==> src/design/pbam_pkg.sv <==
// How it works
// Code fetched only from lower 8M half.
// Small configurations limit space to 64K.
// Program memory is 32K banks 0..255.
// Logical lower half always maps bank 0.
// Lowest 256 common addresses hold vectors.
// Logical upper half maps code bank register.
// Small configs fix bank 1; minimum mode fixed.
// Code bank register holds 8-bit bank number.
// PC low 15 bits drive low address lines.
// Bank lines zero or code bank by PC top.
// Data region line is zero on fetches.
// Small configs output raw 16-bit PC.
// PC copy yields instruction address plus two.
// PC overflow leaves code bank unchanged.
// Reset loads code bank with one.
// Code bank changes only on taken branch or return.
// No direct software write to code bank.
// Next bank loads from accumulator or immediate.
// Taken branch copies next bank into code bank.
// Untaken branch copies code bank into next bank.
// Maximum mode calls push code bank value.
// Maximum mode returns pop saved code bank.
// Next bank resets equal to code bank.
package pbam_pkg;

    // ------------------------------------------------------------------
    // Address geometry
    // ------------------------------------------------------------------
    localparam int PC_W        = 16;
    localparam int BANK_W      = 8;
    localparam int PADDR_W     = 24;
    localparam int OFFS_W      = 15;               // 32K bytes per bank.
    localparam int BANK_LSB    = 15;
    localparam int DATA_LINE   = 23;
    localparam int PC_TOP      = 15;
    localparam int VEC_TOP_W   = 16;               // Bits above vector page.
    localparam int PC_COPY_INC = 2;

    // ------------------------------------------------------------------
    // Reset values and fixed banks
    // ------------------------------------------------------------------
    localparam logic [7:0]  RST_CODE_BANK  = 8'h01;
    localparam logic [7:0]  SMALL_BANK     = 8'h01;
    localparam logic [7:0]  COMMON_BANK    = 8'h00;
    localparam logic [23:0] RST_ADDR       = 24'h000000;

    // ------------------------------------------------------------------
    // Configuration encodings on config_sel_in
    // ------------------------------------------------------------------
    localparam logic [1:0] CFG_SMALL_ZERO   = 2'h0;
    localparam logic [1:0] CFG_SMALL_ONE    = 2'h1;
    localparam logic [1:0] CFG_BANKED_TWO   = 2'h2;
    localparam logic [1:0] CFG_BANKED_THREE = 2'h3;

endpackage

==> src/design/pbam_top.sv <==
`timescale 1ns/1ps
// ----------------------------------------------------------------------
// Program bank address mapper, top level
// ----------------------------------------------------------------------
module pbam_top #(
    parameter int PC_W   = pbam_pkg::PC_W,
    parameter int BANK_W = pbam_pkg::BANK_W
) (
    input  wire logic              clk_sys_in,
    input  wire logic              srst_in,
    input  wire logic [1:0]        config_sel_in,
    input  wire logic              max_mode_in,
    input  wire logic [BANK_W-1:0] fixed_bank_in,
    input  wire logic              fetch_req_in,
    input  wire logic [PC_W-1:0]   pc_in,
    input  wire logic              nb_wr_acc_in,
    input  wire logic [BANK_W-1:0] acc_in,
    input  wire logic              bank_immediate_load_in,
    input  wire logic [BANK_W-1:0] imm_in,
    input  wire logic              branch_issue_in,
    input  wire logic              branch_resolve_in,
    input  wire logic              branch_taken_in,
    input  wire logic              call_push_in,
    input  wire logic              return_pop_in,
    input  wire logic [BANK_W-1:0] pop_bank_in,
    input  wire logic              pc_copy_req_in,
    output logic [23:0]            phys_addr_out,
    output logic                   fetch_valid_out,
    output logic                   vector_fetch_out,
    output logic [BANK_W-1:0]      code_bank_select_out,
    output logic [BANK_W-1:0]      next_bank_latch_out,
    output logic [BANK_W-1:0]      push_bank_out,
    output logic                   push_valid_out,
    output logic [PC_W-1:0]        pair_index_word_out,
    output logic                   pc_copy_valid_out,
    output logic                   branch_pending_out,
    output logic                   config_ready_out
);

    // ------------------------------------------------------------------
    // Elaboration checks
    // ------------------------------------------------------------------
    // The address former is built for a 16-bit PC and 8-bit banks.
    generate
        if (PC_W != 16) begin : g_bad_pc
            $error("pbam_top: PC_W must be 16");
        end
        if (BANK_W != 8) begin : g_bad_bank
            $error("pbam_top: BANK_W must be 8");
        end
    endgenerate

    // ------------------------------------------------------------------
    // State
    // ------------------------------------------------------------------
    typedef enum logic [0:0] {
        ST_RUN,
        ST_WAIT_COND
    } pbam_fsm_type;

    typedef struct packed {
        pbam_fsm_type      fsm;
        logic              cfg_loaded;
        logic              small_cfg;
        logic              max_mode;
        logic [BANK_W-1:0] code_bank;
        logic [BANK_W-1:0] next_bank;
        logic [23:0]       addr;
        logic              fetch_v;
        logic              vec;
        logic [BANK_W-1:0] push_bank;
        logic              push_v;
        logic [PC_W-1:0]   pc_copy;
        logic              pc_copy_v;
    } pbam_state_type;

    pbam_state_type state_ff;
    pbam_state_type nxt_state;

    logic [23:0] form_addr;
    logic        form_vec;

    // ------------------------------------------------------------------
    // Decoding helpers
    // ------------------------------------------------------------------
    // True for both small configurations, which have no banking at all.
    function automatic logic is_small_cfg(input logic [1:0] sel);
        is_small_cfg = (sel == pbam_pkg::CFG_SMALL_ZERO) ||
                       (sel == pbam_pkg::CFG_SMALL_ONE);
    endfunction

    // The bank may move only in a banked configuration in maximum mode.
    function automatic logic bank_movable(input pbam_state_type s);
        bank_movable = s.cfg_loaded && !s.small_cfg && s.max_mode;
    endfunction

    // ------------------------------------------------------------------
    // Address forming
    // ------------------------------------------------------------------
    // The fetch uses the bank in force at the start of the cycle, so a
    // fetch in the same cycle as a taken branch still sees the old bank.
    pbam_addr_form u_addr_form (
        .pc_in          (pc_in),
        .code_bank_in   (state_ff.code_bank),
        .small_cfg_in   (state_ff.small_cfg),
        .phys_addr_out  (form_addr),
        .vector_hit_out (form_vec)
    );

    // ------------------------------------------------------------------
    // Next state
    // ------------------------------------------------------------------
    always_comb begin
        logic resolve_now;
        resolve_now = 1'b0;
        nxt_state   = state_ff;

        // One-cycle strobes drop unless renewed below.
        nxt_state.fetch_v   = 1'b0;
        nxt_state.push_v    = 1'b0;
        nxt_state.pc_copy_v = 1'b0;

        // Configuration straps are caught once, on the first edge after
        // reset release; changing them later has no effect by design.
        if (!state_ff.cfg_loaded) begin
            nxt_state.cfg_loaded = 1'b1;
            nxt_state.small_cfg  = is_small_cfg(config_sel_in);
            nxt_state.max_mode   = max_mode_in;
            if (is_small_cfg(config_sel_in)) begin
                nxt_state.code_bank = pbam_pkg::SMALL_BANK;
                nxt_state.next_bank = pbam_pkg::SMALL_BANK;
            end else if (!max_mode_in) begin
                nxt_state.code_bank = fixed_bank_in;
                nxt_state.next_bank = fixed_bank_in;
            end
        end

        // Fetch address goes out one cycle after the request. When the PC
        // wraps past FFFFH it simply lands in the common area again; no
        // path here touches the code bank on a wrap.
        if (fetch_req_in) begin
            nxt_state.addr    = form_addr;
            nxt_state.fetch_v = 1'b1;
            nxt_state.vec     = form_vec;
        end

        // Copy of the PC for the register pair: the instruction's own
        // address plus two, i.e. the following instruction.
        if (pc_copy_req_in) begin
            nxt_state.pc_copy   = pc_in + PC_W'(pbam_pkg::PC_COPY_INC);
            nxt_state.pc_copy_v = 1'b1;
        end

        // Next-bank loads; the accumulator source wins if both strobe.
        // The code bank itself has no write path from software.
        if (bank_movable(state_ff)) begin
            if (nb_wr_acc_in) begin
                nxt_state.next_bank = acc_in;
            end else if (bank_immediate_load_in) begin
                nxt_state.next_bank = imm_in;
            end
        end

        // Calls in maximum mode hand the calling bank to the stack logic.
        if (call_push_in && bank_movable(state_ff)) begin
            nxt_state.push_bank = state_ff.code_bank;
            nxt_state.push_v    = 1'b1;
        end

        // Branch resolution. A resolve is accepted while waiting, or in
        // the same cycle as the issue for branches known at once.
        case (state_ff.fsm)
            ST_RUN: begin
                if (branch_issue_in) begin
                    if (branch_resolve_in) begin
                        resolve_now = 1'b1;
                    end else begin
                        nxt_state.fsm = ST_WAIT_COND;
                    end
                end
            end
            ST_WAIT_COND: begin
                if (branch_resolve_in) begin
                    resolve_now   = 1'b1;
                    nxt_state.fsm = ST_RUN;
                end
            end
            default: begin
                nxt_state.fsm = ST_RUN;
            end
        endcase

        // An untaken resolution overrides a next-bank load in the same cycle, and a taken one copies the old next bank; the
        // load is meant to precede the branch by at least one cycle.
        if (resolve_now && bank_movable(state_ff)) begin
            if (branch_taken_in) begin
                nxt_state.code_bank = state_ff.next_bank;
            end else begin
                nxt_state.next_bank = state_ff.code_bank;
            end
        end

        // A return in maximum mode restores the caller's bank. Both bank
        // registers follow, so no stale pending selection survives.
        if (return_pop_in && bank_movable(state_ff)) begin
            nxt_state.code_bank = pop_bank_in;
            nxt_state.next_bank = pop_bank_in;
        end
    end

    // ------------------------------------------------------------------
    // State register
    // ------------------------------------------------------------------
    always_ff @(posedge clk_sys_in) begin
        if (srst_in) begin
            state_ff.fsm        <= ST_RUN;
            state_ff.cfg_loaded <= 1'b0;
            state_ff.small_cfg  <= 1'b0;
            state_ff.max_mode   <= 1'b0;
            state_ff.code_bank  <= pbam_pkg::RST_CODE_BANK;
            state_ff.next_bank  <= pbam_pkg::RST_CODE_BANK;
            state_ff.addr       <= pbam_pkg::RST_ADDR;
            state_ff.fetch_v    <= 1'b0;
            state_ff.vec        <= 1'b0;
            state_ff.push_bank  <= '0;
            state_ff.push_v     <= 1'b0;
            state_ff.pc_copy    <= '0;
            state_ff.pc_copy_v  <= 1'b0;
        end else begin
            state_ff <= nxt_state;
        end
    end

    // ------------------------------------------------------------------
    // Outputs, all straight from the state register
    // ------------------------------------------------------------------
    assign phys_addr_out        = state_ff.addr;
    assign fetch_valid_out      = state_ff.fetch_v;
    assign vector_fetch_out     = state_ff.vec;
    assign code_bank_select_out = state_ff.code_bank;
    assign next_bank_latch_out  = state_ff.next_bank;
    assign push_bank_out        = state_ff.push_bank;
    assign push_valid_out       = state_ff.push_v;
    assign pair_index_word_out  = state_ff.pc_copy;
    assign pc_copy_valid_out    = state_ff.pc_copy_v;
    assign branch_pending_out   = (state_ff.fsm == ST_WAIT_COND);
    assign config_ready_out     = state_ff.cfg_loaded;

endmodule

==> src/design/pbam_addr_form.sv <==
`timescale 1ns/1ps
// ----------------------------------------------------------------------
// Logical to physical program address former
// ----------------------------------------------------------------------
module pbam_addr_form (
    input  wire logic [15:0] pc_in,
    input  wire logic [7:0]  code_bank_in,
    input  wire logic        small_cfg_in,
    output logic      [23:0] phys_addr_out,
    output logic             vector_hit_out
);

    // Pure combinational mapping; the caller registers the result.
    always_comb begin
        if (small_cfg_in) begin
            // The bus is only 16 bits wide, so the PC goes out untouched.
            phys_addr_out = {8'h00, pc_in};
        end else begin
            phys_addr_out[pbam_pkg::OFFS_W-1:0] =
                pc_in[pbam_pkg::OFFS_W-1:0];
            phys_addr_out[pbam_pkg::DATA_LINE-1:pbam_pkg::BANK_LSB] =
                pc_in[pbam_pkg::PC_TOP] ? code_bank_in
                                        : pbam_pkg::COMMON_BANK;
            phys_addr_out[pbam_pkg::DATA_LINE] = 1'b0;
        end
        // The vector page is the lowest 256 bytes of the common bank.
        vector_hit_out = (phys_addr_out[23:8] == 16'h0000);
    end

endmodule

==> config.mk <==
export PLATFORM = sky130hd
export DESIGN_NAME = pbam_top
export DESIGN_NICKNAME = d
export VERILOG_FILES = /design/src/design/pbam_pkg.sv /design/src/design/pbam_top.sv /design/src/design/pbam_addr_form.sv
export SDC_FILE = /design/constraint.sdc
export NUM_CORES = 1
export LEC_CHECK = 0
export BUFFER_PORTS_ARGS = -buffer_cell sky130_fd_sc_hd__buf_2
export CAP_MARGIN = 20
export CELL_PAD_IN_SITES_DETAIL_PLACEMENT = 0
export CELL_PAD_IN_SITES_GLOBAL_PLACEMENT = 1
export CORE_ASPECT_RATIO = 0.5
export CORE_UTILIZATION = 25
export CTS_CLUSTER_SIZE = 14
export DETAILED_ROUTE_END_ITERATION = 8
export PLACE_DENSITY = 0.61
export SYNTH_ARGS = -nofsm -noshare
export SYNTH_HDL_FRONTEND = slang
export SYNTH_SLANG_ARGS = --single-unit
export TNS_END_PERCENT = 50
==> constraint.sdc <==
create_clock -name clk_sys_in -period 2.4 [get_ports clk_sys_in]
set_input_delay 0.12 -clock clk_sys_in [delete_from_list [all_inputs] [get_ports clk_sys_in]]
set_output_delay 0.12 -clock clk_sys_in [all_outputs]
set_load 0.02 [all_outputs]
== Word level (Yosys, flattened, before mapping) ==
Cells that the tools add are included.

* Bits of input ports: 62
* Bits in registers: 71

* Equal/unequal tests: 1
* Reduce and logical (&&, ||, !) cells: 9
* Add/subtract/negate cells: 1
* Muxes and demuxes: 21
* Bitwise operators: 1

{| class="wikitable"
|+ Operators with widths
! operator !! number
|-
| 2-to-1 mux 16 bit || 5
|-
| 2-to-1 mux 8 bit || 6
|-
| 2-to-1 mux 23 bit || 1
|-
| adder 16 x 2 -> 16 bit (second input constant) || 1
|-
| zero test 16 bit || 1
|-
| 2-to-1 mux 1 bit || 6
|-
| logical AND 1 bit || 5
|-
| case mux 1 bit (2 select lines) || 2
|-
| equality test 2 x 1 -> 1 bit (second input constant) || 1
|-
| zero test 2 bit || 1
|-
| 2-to-1 mux 2 bit || 1
|-
| zero test 1 bit || 1
|-
| logical OR 1 bit || 1
|-
| NOT 1 bit || 1
|}

== Logic depth before layout (Yosys ltp) ==
Gate-level depths: netlist of the first run.

* Depth after elaboration: 10
* Mapped depth: 8
* Mapped depth without buffers: 6

== Modules after synthesis ==
Synthesis of the first run repeated with hierarchy kept, for this count alone.

* Cells, all modules: 489
* Area, all modules: 4,102.7 sq um

{| class="wikitable"
|+ Modules (own cells, without submodules)
! module !! seq. area each (sq um) !! instances !! area an instance (sq um) !! cells an instance
|-
| pbam_top || 1,441.4 || 1 || 3,877.5 || 457
|-
| pbam_addr_form || 0.0 || 1 || 225.2 || 32
|}

== Worst setup path after synthesis of the first run ==
Ideal clock, no wire load.

* Path kind: flip-flop to flip-flop
* Start point: register state_ff, in the netlist config_ready_out
* End point: register state_ff, in the netlist code_bank_select_out[5]
* Setup time: 0.121 ns
* Slack: 0.785 ns
* Cell stages (with the launch flop): 9
* Buffers on the path: 3
* Clock period less this slack: 1.615 ns
* Data arrival time: 1.494 ns
* Data required time: 2.279 ns
* Cell sequence: dfxtp_1 and3b_1 buf_6 and4b_1 buf_6 buf_6 nor2_1 a21oi_1 o21ai_1

* Cells in the longest elaborated chain, start to end: 5
* Elaborated cells between the ends (all ways): 8

{| class="wikitable"
|+ RTL lines
! item !! RTL line !! source
|-
| from (decl) || pbam_top.sv:77 || <nowiki>pbam_state_type state_ff;</nowiki>
|-
| from (signal assigned) || pbam_top.sv:230 || <nowiki>state_ff <= nxt_state;</nowiki>
|-
| logical AND 1 bit (2 in series) || pbam_top.sv:94 || <nowiki>bank_movable = s.cfg_loaded && !s.small_cfg && s.max_mode;</nowiki>
|-
| logical AND 1 bit || pbam_top.sv:195 || <nowiki>if (resolve_now && bank_movable(state_ff)) begin</nowiki>
|-
| 2-to-1 mux 16 bit || pbam_top.sv:195 ||
|-
| 2-to-1 mux 16 bit (*) || pbam_top.sv:205 || <nowiki>if (return_pop_in && bank_movable(state_ff)) begin</nowiki>
|}

Mark *: on every way between the ends. The rest lies on a longest branch, timed or not.
A chain may end at the register's enable or synchronous reset.

== Worst setup path after layout of the first run ==
* Start point: register state_ff, in the netlist config_ready_out
* End point: register state_ff, in the netlist next_bank_latch_out[4]

* Cells in the longest elaborated chain, start to end: 7
* Elaborated cells between the ends (all ways): 11

{| class="wikitable"
|+ RTL lines
! item !! RTL line !! source
|-
| 2-to-1 mux 16 bit || pbam_top.sv:125 || <nowiki>if (!state_ff.cfg_loaded) begin</nowiki>
|-
| 2-to-1 mux 8 bit || pbam_top.sv:159 || <nowiki>end else if (bank_immediate_load_in) begin</nowiki>
|-
| 2-to-1 mux 8 bit || pbam_top.sv:157 || <nowiki>if (nb_wr_acc_in) begin</nowiki>
|-
| 2-to-1 mux 8 bit || pbam_top.sv:156 || <nowiki>if (bank_movable(state_ff)) begin</nowiki>
|-
| 2-to-1 mux 8 bit || pbam_top.sv:196 || <nowiki>if (branch_taken_in) begin</nowiki>
|-
| 2-to-1 mux 16 bit || pbam_top.sv:195 ||
|-
| 2-to-1 mux 16 bit (*) || pbam_top.sv:205 ||
|}

Marked as above.

==> impl_results.md, run 1 <==
* CTS H-tree depth at 3
* Largest net degree at the start of global routing at 37
* Post-synthesis cell count at 471
* Crit Path Max Fanout at 25
* Multiplexer share of the synthesized area at 6.69%
* GRT Total Usage at 14.0%
* TritonCTS Sinks at 71
* Comb pwr share at 15.2%
* WP data required at 2650 ps
* I/O Buffers at 129
* Reg2Reg Setup Slack at 320 ps
* Die Ht at 90.4 µm
* Total number of vias at 3341
* Compound-Gate Fraction of Synth Area at 19.7%
* Antenna violations before repair at 0
* Sw frac at 28.4%
* Core box area at 14900 µm²
* Drt via density at 4.60
* CTS tree: yes
* Switch Pwr at 845 µW
* Reg area at 1420 µm²
* EDFF count, synth at 0
* CTS Buf Count at 9
* Post-CTS setup buffers at 0
* CTS Hold Bufs at 1
* Reg2Reg Capture Point: next_bank_latch_out[4]
* Synth Area in XOR/XNOR at 2.69%
* Worst setup path startpoint: config_ready_out
* Worst setup path endpoint: next_bank_latch_out[4]
* P_leak at 0.00192 µW
* Synthesized cell area at 3910 µm²
* Commonest non-fill, non-tap cells in the layout: buf_2, dfxtp_1, nor2_1
* Top_reg_cell synth: dfxtp_1
* Mean Syn Cell Area at 8.30 µm²
* Worst setup path category: flip-flop to flip-flop
* Max capacitance violation total at 0
* Worst-margin pin slew at 652 ps
* Share of cells above drive strength 1 at 30.8%
* Syn Nets at 534
* First-pass GRT wire length at 17200 µm
* Simple-Gate Fraction of Synth Area at 17.2%
* Final non-filler cell total at 727
* Post-Synth Adder-Cell Area at 0.320%
* Yosys cell types at 49
* Layout area overhead at 15.1%
* Slew headroom at 56.5%
* Fillers at 1648
* R2R Path Start: config_ready_out
* RSZ-0062 raised after global routing: false
* Grt ovf at 0
* Crit end category: flip-flop
* Vias in the first global route at 2989
* Clock root buffer: clkbuf_16
* CTS Buffer Depth at 2
* Initial Util at 26.3%
* Reg2reg path depth at 6
* Final hold slack at 12.6 ps
* Antenna-violating nets left at 0
* P per Cell Area at 661 nW/µm²
* Routed wire length per instance at 15.8 µm
* Drt pass-1 iters at 4
* Status: complete, no violations
* Area occupied by multi-input gates at 1830 µm²
* DP Wirelength at 8160 µm
* Die area at 16200 µm²
* Clk Latency, worst-skew pair at 330 ps
* Clock network power share at 41.5%
* Commonest non-fill, non-tap cell in the layout: buf_2
* Antenna cells at 0
* Worst hold path type: primary input to flip-flop
* Fin. max-slew vios at 0
* Final hold violation count at 0
* Final min period at 2080 ps
* Boundary Pins at 132
* Resized cells post-CTS at 0
* Fin crit share at 86.8%
* Die width at 179 µm
* Drc violations at 0
* Final TNS setup at 0 ps
* Fin nets at 588
* Seq pwr share at 43.2%
* Final Skew at 6.17 ps
* Sequential-to-total area share from yosys stat at 36.3%
* Asr flop ratio synth at 0%
* Int Power at 2130 µW
* #FFs+latches synth at 71
* Max VDD drop at 330 µV
* Clock transition at path regs at 60 ps
* Total Wirelength at 11500 µm
* Main combinational cell family by area after synthesis: compound AO/OA/AOI/OAI gates
* Arrival time worst endpoint at 2340 ps
* Fmax achieved at 480 MHz
* Final setup vio count at 0
* Placement row count at 31
* Placed Cells at 711
* First DRT Iteration DRCs at 195
* YS warnings at 0
* Startpoint Class: flip-flop
* Routability cong. at 0.786
[how the worst min path moves through the flow]
| stage | endpoint | depth (start not counted) | slack, ps | startpoint |
|---|---|---|---|---|
| floorplan | config_ready_out | 1 | 190 | srst_in |
| global placement | branch_pending_out | 2 | 350 | branch_resolve_in |
| detailed placement | branch_pending_out | 2 | 350 | branch_resolve_in |
| CTS | next_bank_latch_out[7] | 3 | 0.8 | pop_bank_in[7] |
| global route | next_bank_latch_out[7] | 3 | 10 | pop_bank_in[7] |
| finish | next_bank_latch_out[7] | 3 | 10 | pop_bank_in[7] |
[area by class of cell]
type	instances	area share (%)
clock inverters	5	0.778
well taps	198	5.50
flip-flops and latches	71	31.6
repair buffers	137	15.7
multi-input cells	300	40.6
inverters	6	0.500
clock buffers	10	5.31
[power groups by stage]
stage	Clock, µW	Sequential, µW	Combinational (µW)
floorplan	0	1300	351
detailed placement	0	1310	456
global placement	0	1310	454
CTS	1290	1290	459
finish	1240	1290	453
global route	1330	1290	496
[state kept, by name, indices dropped and copies added (netlist names)]
name                  cells
phys_addr_out            23
pair_index_word_out      16
state_ff                  2
fetch_valid_out           1
push_valid_out            1
config_ready_out          1
code_bank_select_out      8
push_bank_out             8
next_bank_latch_out       8
branch_pending_out        1
pc_copy_valid_out         1
vector_fetch_out          1
[worst max-delay path, cell delays in order, from the launching register on]
cell     delay [ps]
dfxtp_1         600
and3b_1         310
buf_4           320
nand2_1         170
nor2_2          380
nand2_1         140
o21ai_0          90
[synth_stat cells, types with 2 or more instances]
cell type	number	area [µm²]
buf_2	7	35.0
o21ai_0	20	100
nand4_1	2	12.5
or2_2	2	12.5
a22oi_1	13	97.6
o31ai_1	8	60.1
mux2i_1	25	250
dfxtp_1	71	1420
a221oi_2	3	45.0
a21oi_1	38	190
clkbuf_1	13	48.8
buf_4	66	495
a211oi_1	13	97.6
inv_1	6	22.5
o21ai_1	9	45.0
xor2_1	9	78.8
a311oi_1	7	61.3
nor2b_1	6	37.5
nor3_1	6	30.0
nand2b_1	9	56.3
buf_1	4	15.0
xnor2_1	3	26.3
nor2_2	2	12.5
buf_6	4	45.0
nand3_1	13	65.1
nor2_1	44	165
nand2_1	42	158
a221oi_1	5	43.8
[through the flow]
| step | instance area [µm²] | power (µW) | util, % | setup WS [ps] |
|---|---|---|---|---|
| after floorplan | 3910 | 1650 | - | 785 |
| after global placement | 4220 | 1770 | 28.4 | 399 |
| after detailed placement | 4220 | 1770 | 28.4 | 360 |
| after CTS | 4500 | 3030 | 30.3 | 336 |
| after global routing | 4500 | 3120 | 30.3 | 147 |
| final | 4500 | 2980 | 30.3 | 316 |
[per-layer routing]
metal | vias to the layer above | GRT usage, % | routed length [µm]
li1 | 1693 | - | -
met1 | 1538 | 20.3 | 5610
met2 | 102 | 20.2 | 5000
met3 | 8 | 3.83 | 769
met4 | 0 | 3.32 | 93
met5 | - | 0 | 0
[cells by family after synthesis]
logic type                 count (synthesis)
AOI/OAI and AO/OA                        120
other                                      1
and+or+nand+nor                          140
DFF                                       71
buffers and inverters                    100
muxes                                     26
xor gates and xnor gates                  12
adders and majority gates                  1
(Power assumes the default switching activity.)
==> inputs of run 2 (changes only) <==
==> constraint.sdc (replaced) <==
create_clock -name clk_sys_in -period 2.14 [get_ports clk_sys_in]
set_input_delay 0.107 -clock clk_sys_in [delete_from_list [all_inputs] [get_ports clk_sys_in]]
set_output_delay 0.107 -clock clk_sys_in [all_outputs]
set_load 0.02 [all_outputs]
==> run 2 against run 1 <==
Count of clock-buffer cells in the layout unchanged. Final area increased by 2.9%. Critical path depth decreased by 1. Fmax increased by 6.3%. Clock power increased by 23%. Cell count increased by 1.5%. Highest routed layer unchanged.
==> impl_results.md, run 2 (same netlist as run 1, synthesis figures left out) <==
* Status: complete, no violations
* Uppermost layer routed: met4
* P_leak at 0.00199 µW
* Drt pass-1 iters at 4
* Fmax achieved at 510 MHz
* First-pass GRT wire length at 17700 µm
* Fin crit share at 91.6%
* Commonest non-fill, non-tap cells in the layout: buf_2, dfxtp_1, nor2_1
* Post-CTS setup buffers at 0
* Die width at 179 µm
* Final hold slack at 22.8 ps
* Vias in the first global route at 3155
* Worst hold path type: primary input to flip-flop
* Worst setup path category: flip-flop to flip-flop
* Commonest non-fill, non-tap cell in the layout: buf_2
* Clock root buffer: clkbuf_16
* CTS Buffer Depth at 2
* Final TNS setup at 0 ps
* DP Worst Slack at 188 ps
* Final min period at 1960 ps
* Final Skew at 12.2 ps
* WP data required at 2350 ps
* Drt via density at 4.63
* Routed wire length per instance at 15.9 µm
* Final worst setup slack at 180 ps
* First DRT Iteration DRCs at 186
* Initial Util at 26.3%
* CTS tree: yes
* Comb pwr share at 15.1%
* Crit Path Max Fanout at 12
* Antenna violations before repair at 0
* Die Ht at 90.4 µm
* Core box area at 14900 µm²
* Drc violations at 0
* Startpoint Class: flip-flop
* Grt ovf at 0
* Sw frac at 28.2%
* DR WL met3 at 679 µm
* Layout area overhead at 18.4%
* Routability cong. at 0.785
* Slew headroom at 60.1%
* CTS Buf Count at 9
* I/O Buffers at 129
* Int Power at 2500 µW
* CTS H-tree depth at 3
* Fin nets at 598
* Worst-margin pin slew at 598 ps
* Final setup vio count at 0
* Total Wirelength at 11700 µm
* Clock network power share at 43.5%
* Switch Pwr at 982 µW
* Clock transition at path regs at 70 ps
* Largest net degree at the start of global routing at 34
* Share of cells above drive strength 1 at 31.1%
* Arrival time worst endpoint at 2170 ps
* Max VDD drop at 355 µV
* Total number of vias at 3418
* Number of flip-flops in the largest register at 23
* P per Cell Area at 753 nW/µm²
* M1 WL at 5910 µm
* TritonCTS Sinks at 71
* Die area at 16200 µm²
* Boundary Pins at 132
* Met2 Wirelength at 5030 µm
* Crit end category: flip-flop
* GRT Total Usage at 14.4%
* Final Util at 31.2%
* Clk Latency, worst-skew pair at 330 ps
* Antenna-violating nets left at 0
* Seq pwr share at 41.4%
* DP Wirelength at 8420 µm
* Max capacitance violation total at 0
* Placement row count at 31
* RSZ-0062 raised after global routing: false
* Antenna cells at 0
* Final hold violation count at 0
* Fin. max-slew vios at 0
==> run 2: changes by cell type in the layout (fill, tap and decap cells not counted), sizes merged <==
cell         previous run  this run
dlygate4sd3             1         6
inv                     6         7
clkinv                  1         3
bufinv                  0         1
buf                   136       141
clkinvlp                4         1
==> run 2: power by group through the flow <==
stage                     sequential, µW  clock (µW)  combinational, µW
after CTS                           1440        1570                531
final                               1440        1520                528
after global placement              1470           0                520
after global routing                1450        1620                578
after detailed placement            1470           0                521
after floorplan                     1460           0                393
==> run 2: area by class of cell <==
class	count	area, µm²
fillers	1650	10200
clock inverters	6	68.8
flip-flops and latches	71	1420
clock buffers	10	229
well taps	198	248
inverters	6	22.5
repair buffers	147	808
multi-input cells	300	1830
==> run 2: timing repair <==
action / 4_1_cts / 5_1_grt
endpoints found under the hold margin: 9 / 0
hold buffers: 6 / 0
setup endpoints to repair: 0 / 3
gates resized for setup: 0 / 1
==> run 2: final timing paths <==
kind	startpoint	end	slack, ps	cells past startpoint
worst max register to register	config_ready_out	next_bank_latch_out[2]	180	5
worst max-delay path	config_ready_out	next_bank_latch_out[2]	180	5
worst min-delay path	pop_bank_in[4]	next_bank_latch_out[4]	20	3
worst min register to register	push_bank_out[7]	push_bank_out[7]	460	2
==> run 2: per-stage QoR <==
step	cells	instance area [µm²]	power, µW
after floorplan	471	3910	1850
after CTS	738	4630	3540
after detailed placement	716	4270	1990
final	738	4630	3480
after global placement	716	4270	1990
after global routing	738	4630	3640
==> run 2: routing by layer <==
metal  global-route usage [%]  up-vias
li1                         -     1714
met1                     20.5     1592
met2                     21.1      102
met3                     3.70       10
met4                     4.10        0
met5                        0        -
==> run 2: critical path, stage by stage, from the launching register on <==
cell       delay (ps)
dfxtp_1           500
and3b_1           360
nand4bb_2         410
buf_4             300
o21ai_0           170
o21ai_0           100
==> inputs of run 3 (changes only) <==
--- a/config.mk
+++ b/config.mk
@@ -9,11 +9,11 @@
 export CAP_MARGIN = 20
 export CELL_PAD_IN_SITES_DETAIL_PLACEMENT = 0
 export CELL_PAD_IN_SITES_GLOBAL_PLACEMENT = 1
-export CORE_ASPECT_RATIO = 0.5
-export CORE_UTILIZATION = 25
+export CORE_ASPECT_RATIO = 2
+export CORE_UTILIZATION = 30
 export CTS_CLUSTER_SIZE = 14
 export DETAILED_ROUTE_END_ITERATION = 8
-export PLACE_DENSITY = 0.61
+export PLACE_DENSITY = 0.7
 export SYNTH_ARGS = -nofsm -noshare
 export SYNTH_HDL_FRONTEND = slang
 export SYNTH_SLANG_ARGS = --single-unit
==> run 3 against run 2 <==
Clock power increased by 13%. Final area decreased by 0.86%. Count of clock-buffer cells in the layout decreased by 1. Register-to-register slack improved by 60 ps. Highest routed layer unchanged. First-iteration DRC count decreased by 26%. Critical path depth increased by 1. Sequential share of layout area increased by 0.27 points. Largest cell class unchanged. Flip-flop and latch count unchanged. Non-clock buffer count decreased by 1. Die area decreased by 16%.
==> impl_results.md, run 3 (same netlist as run 1, synthesis figures left out) <==
* Status: complete, no violations
* Arrival time worst endpoint at 2150 ps
* Slew headroom at 62.6%
* Die width at 82.7 µm
* Resized cells post-CTS at 0
* Share of cells above drive strength 1 at 31.4%
* Worst setup path category: flip-flop to flip-flop
* Drc violations at 0
* Max capacitance violation total at 0
* GRT Total Usage at 17.0%
* CTS Buf Count at 9
* Crit end category: flip-flop
* Layout area overhead at 17.4%
* Final hold slack at 21.9 ps
* Antenna-violating nets left at 0
* M1 WL at 3820 µm
* Fillers at 1381
* DP Worst Slack at 274 ps
* Commonest non-fill, non-tap cells in the layout: buf_2, dfxtp_1, nor2_1
* Die Ht at 163 µm
* First-pass GRT wire length at 17000 µm
* Worst hold path type: primary input to flip-flop
* Clk Latency, worst-skew pair at 330 ps
* DR WL met3 at 577 µm
* Critical path, cell by cell: and3b_1, buf_4, nand4bb_2, o31ai_1, a311oi_1, o21ai_0
* Final TNS setup at 0 ps
* P_leak at 0.00201 µW
* Total number of vias at 3505
* CTS tree: yes
* Largest net degree at the start of global routing at 37
* Fin nets at 597
* Uppermost layer routed: met4
* Antenna violations before repair at 0
* Initial Util at 31.0%
* CP max-delay cell: dfxtp_1
* Clock root buffer: clkbuf_16
* Final setup vio count at 0
* Routed wire length per instance at 16.1 µm
* Met2 Wirelength at 6430 µm
* Fin crit share at 89.0%
* Antenna cells at 0
* Drt via density at 5.09
* Worst-margin pin slew at 561 ps
* Final Skew at 4.93 ps
* Vias in the first global route at 3352
* CTS Buffer Depth at 2
* DP Wirelength at 8560 µm
* Final hold violation count at 0
* Final min period at 1900 ps
* Grt ovf at 0
* Drt pass-1 iters at 5
* Total Wirelength at 11100 µm
* Fin. max-slew vios at 0
* TritonCTS Sinks at 71
* Max VDD drop at 614 µV
* Placement row count at 58
* WP data required at 2390 ps
* First DRT Iteration DRCs at 138
* Crit Path Max Fanout at 27
* Critical Path Max Stage Delay at 480 ps
* Core box area at 12600 µm²
* Number of flip-flops in the largest register at 23
* Startpoint Class: flip-flop
* Final worst setup slack at 236 ps
* P per Cell Area at 802 nW/µm²
* Commonest non-fill, non-tap cell in the layout: buf_2
* Routability cong. at 0.794
* Clock transition at path regs at 60 ps
* CTS H-tree depth at 3
* Die area at 13500 µm²
* Fmax achieved at 525 MHz
* Boundary Pins at 132
* I/O Buffers at 129
* RSZ-0062 raised after global routing: false
-- run 3: path summary, 6_finish.rpt --
path	cells past startpoint	to	slack, ps	startpoint
hold / removal	3	next_bank_latch_out[6]	20	pop_bank_in[6]
setup reg to reg	6	next_bank_latch_out[2]	240	config_ready_out
hold reg to reg	2	push_bank_out[0]	460	push_bank_out[0]
setup / recovery	6	next_bank_latch_out[2]	240	config_ready_out
-- run 3: per-stage QoR --
stage / cells / utilization, % / total power (µW) / cell area [µm²]
after floorplan: 471 / - / 1850 / 3910
after detailed placement: 668 / 33.2 / 1990 / 4200
final: 689 / 36.4 / 3680 / 4590
after global routing: 689 / 36.4 / 3860 / 4590
after global placement: 668 / 33.2 / 1980 / 4200
after CTS: 689 / 36.4 / 3740 / 4590
-- run 3: what timing repair did --
action                    CTS  global route
setup buffers               0             0
hold endpoints to repair    9             0
hold buffers                5             0
-- run 3: area by class of cell --
type | instances | area [µm²] | share of cell area [%]
clock buffers | 9 | 225 | 4.91
clock inverters | 7 | 120 | 2.62
inverters | 6 | 22.5 | 0.491
multi-input cells | 300 | 1830 | 39.8
flip-flops and latches | 71 | 1420 | 31.0
well taps | 150 | 188 | 4.09
repair buffers | 146 | 786 | 17.1
-- run 3: per-layer routing --
metal,up-vias,GRT usage (%)
met5,-,0
met3,23,3.52
met2,146,33.0
met4,0,7.05
met1,1624,16.4
li1,1712,-
-- run 3: report_power, final --
group	switching (µW)	internal [µW]	leakage, µW
sequential	53.3	1390	0.000583
combinational	316	205	0.00126
clock	578	1140	0.000166
total	947	2730	0.00201
-- run 3: critical path, delay by kind of cell (launching register included) --
| kind | cells | cell delay (ps) |
|---|---|---|
| buf+inv | 1 | 290 |
| compound gates | 3 | 430 |
| flops | 1 | 480 |
| simple gates | 2 | 610 |
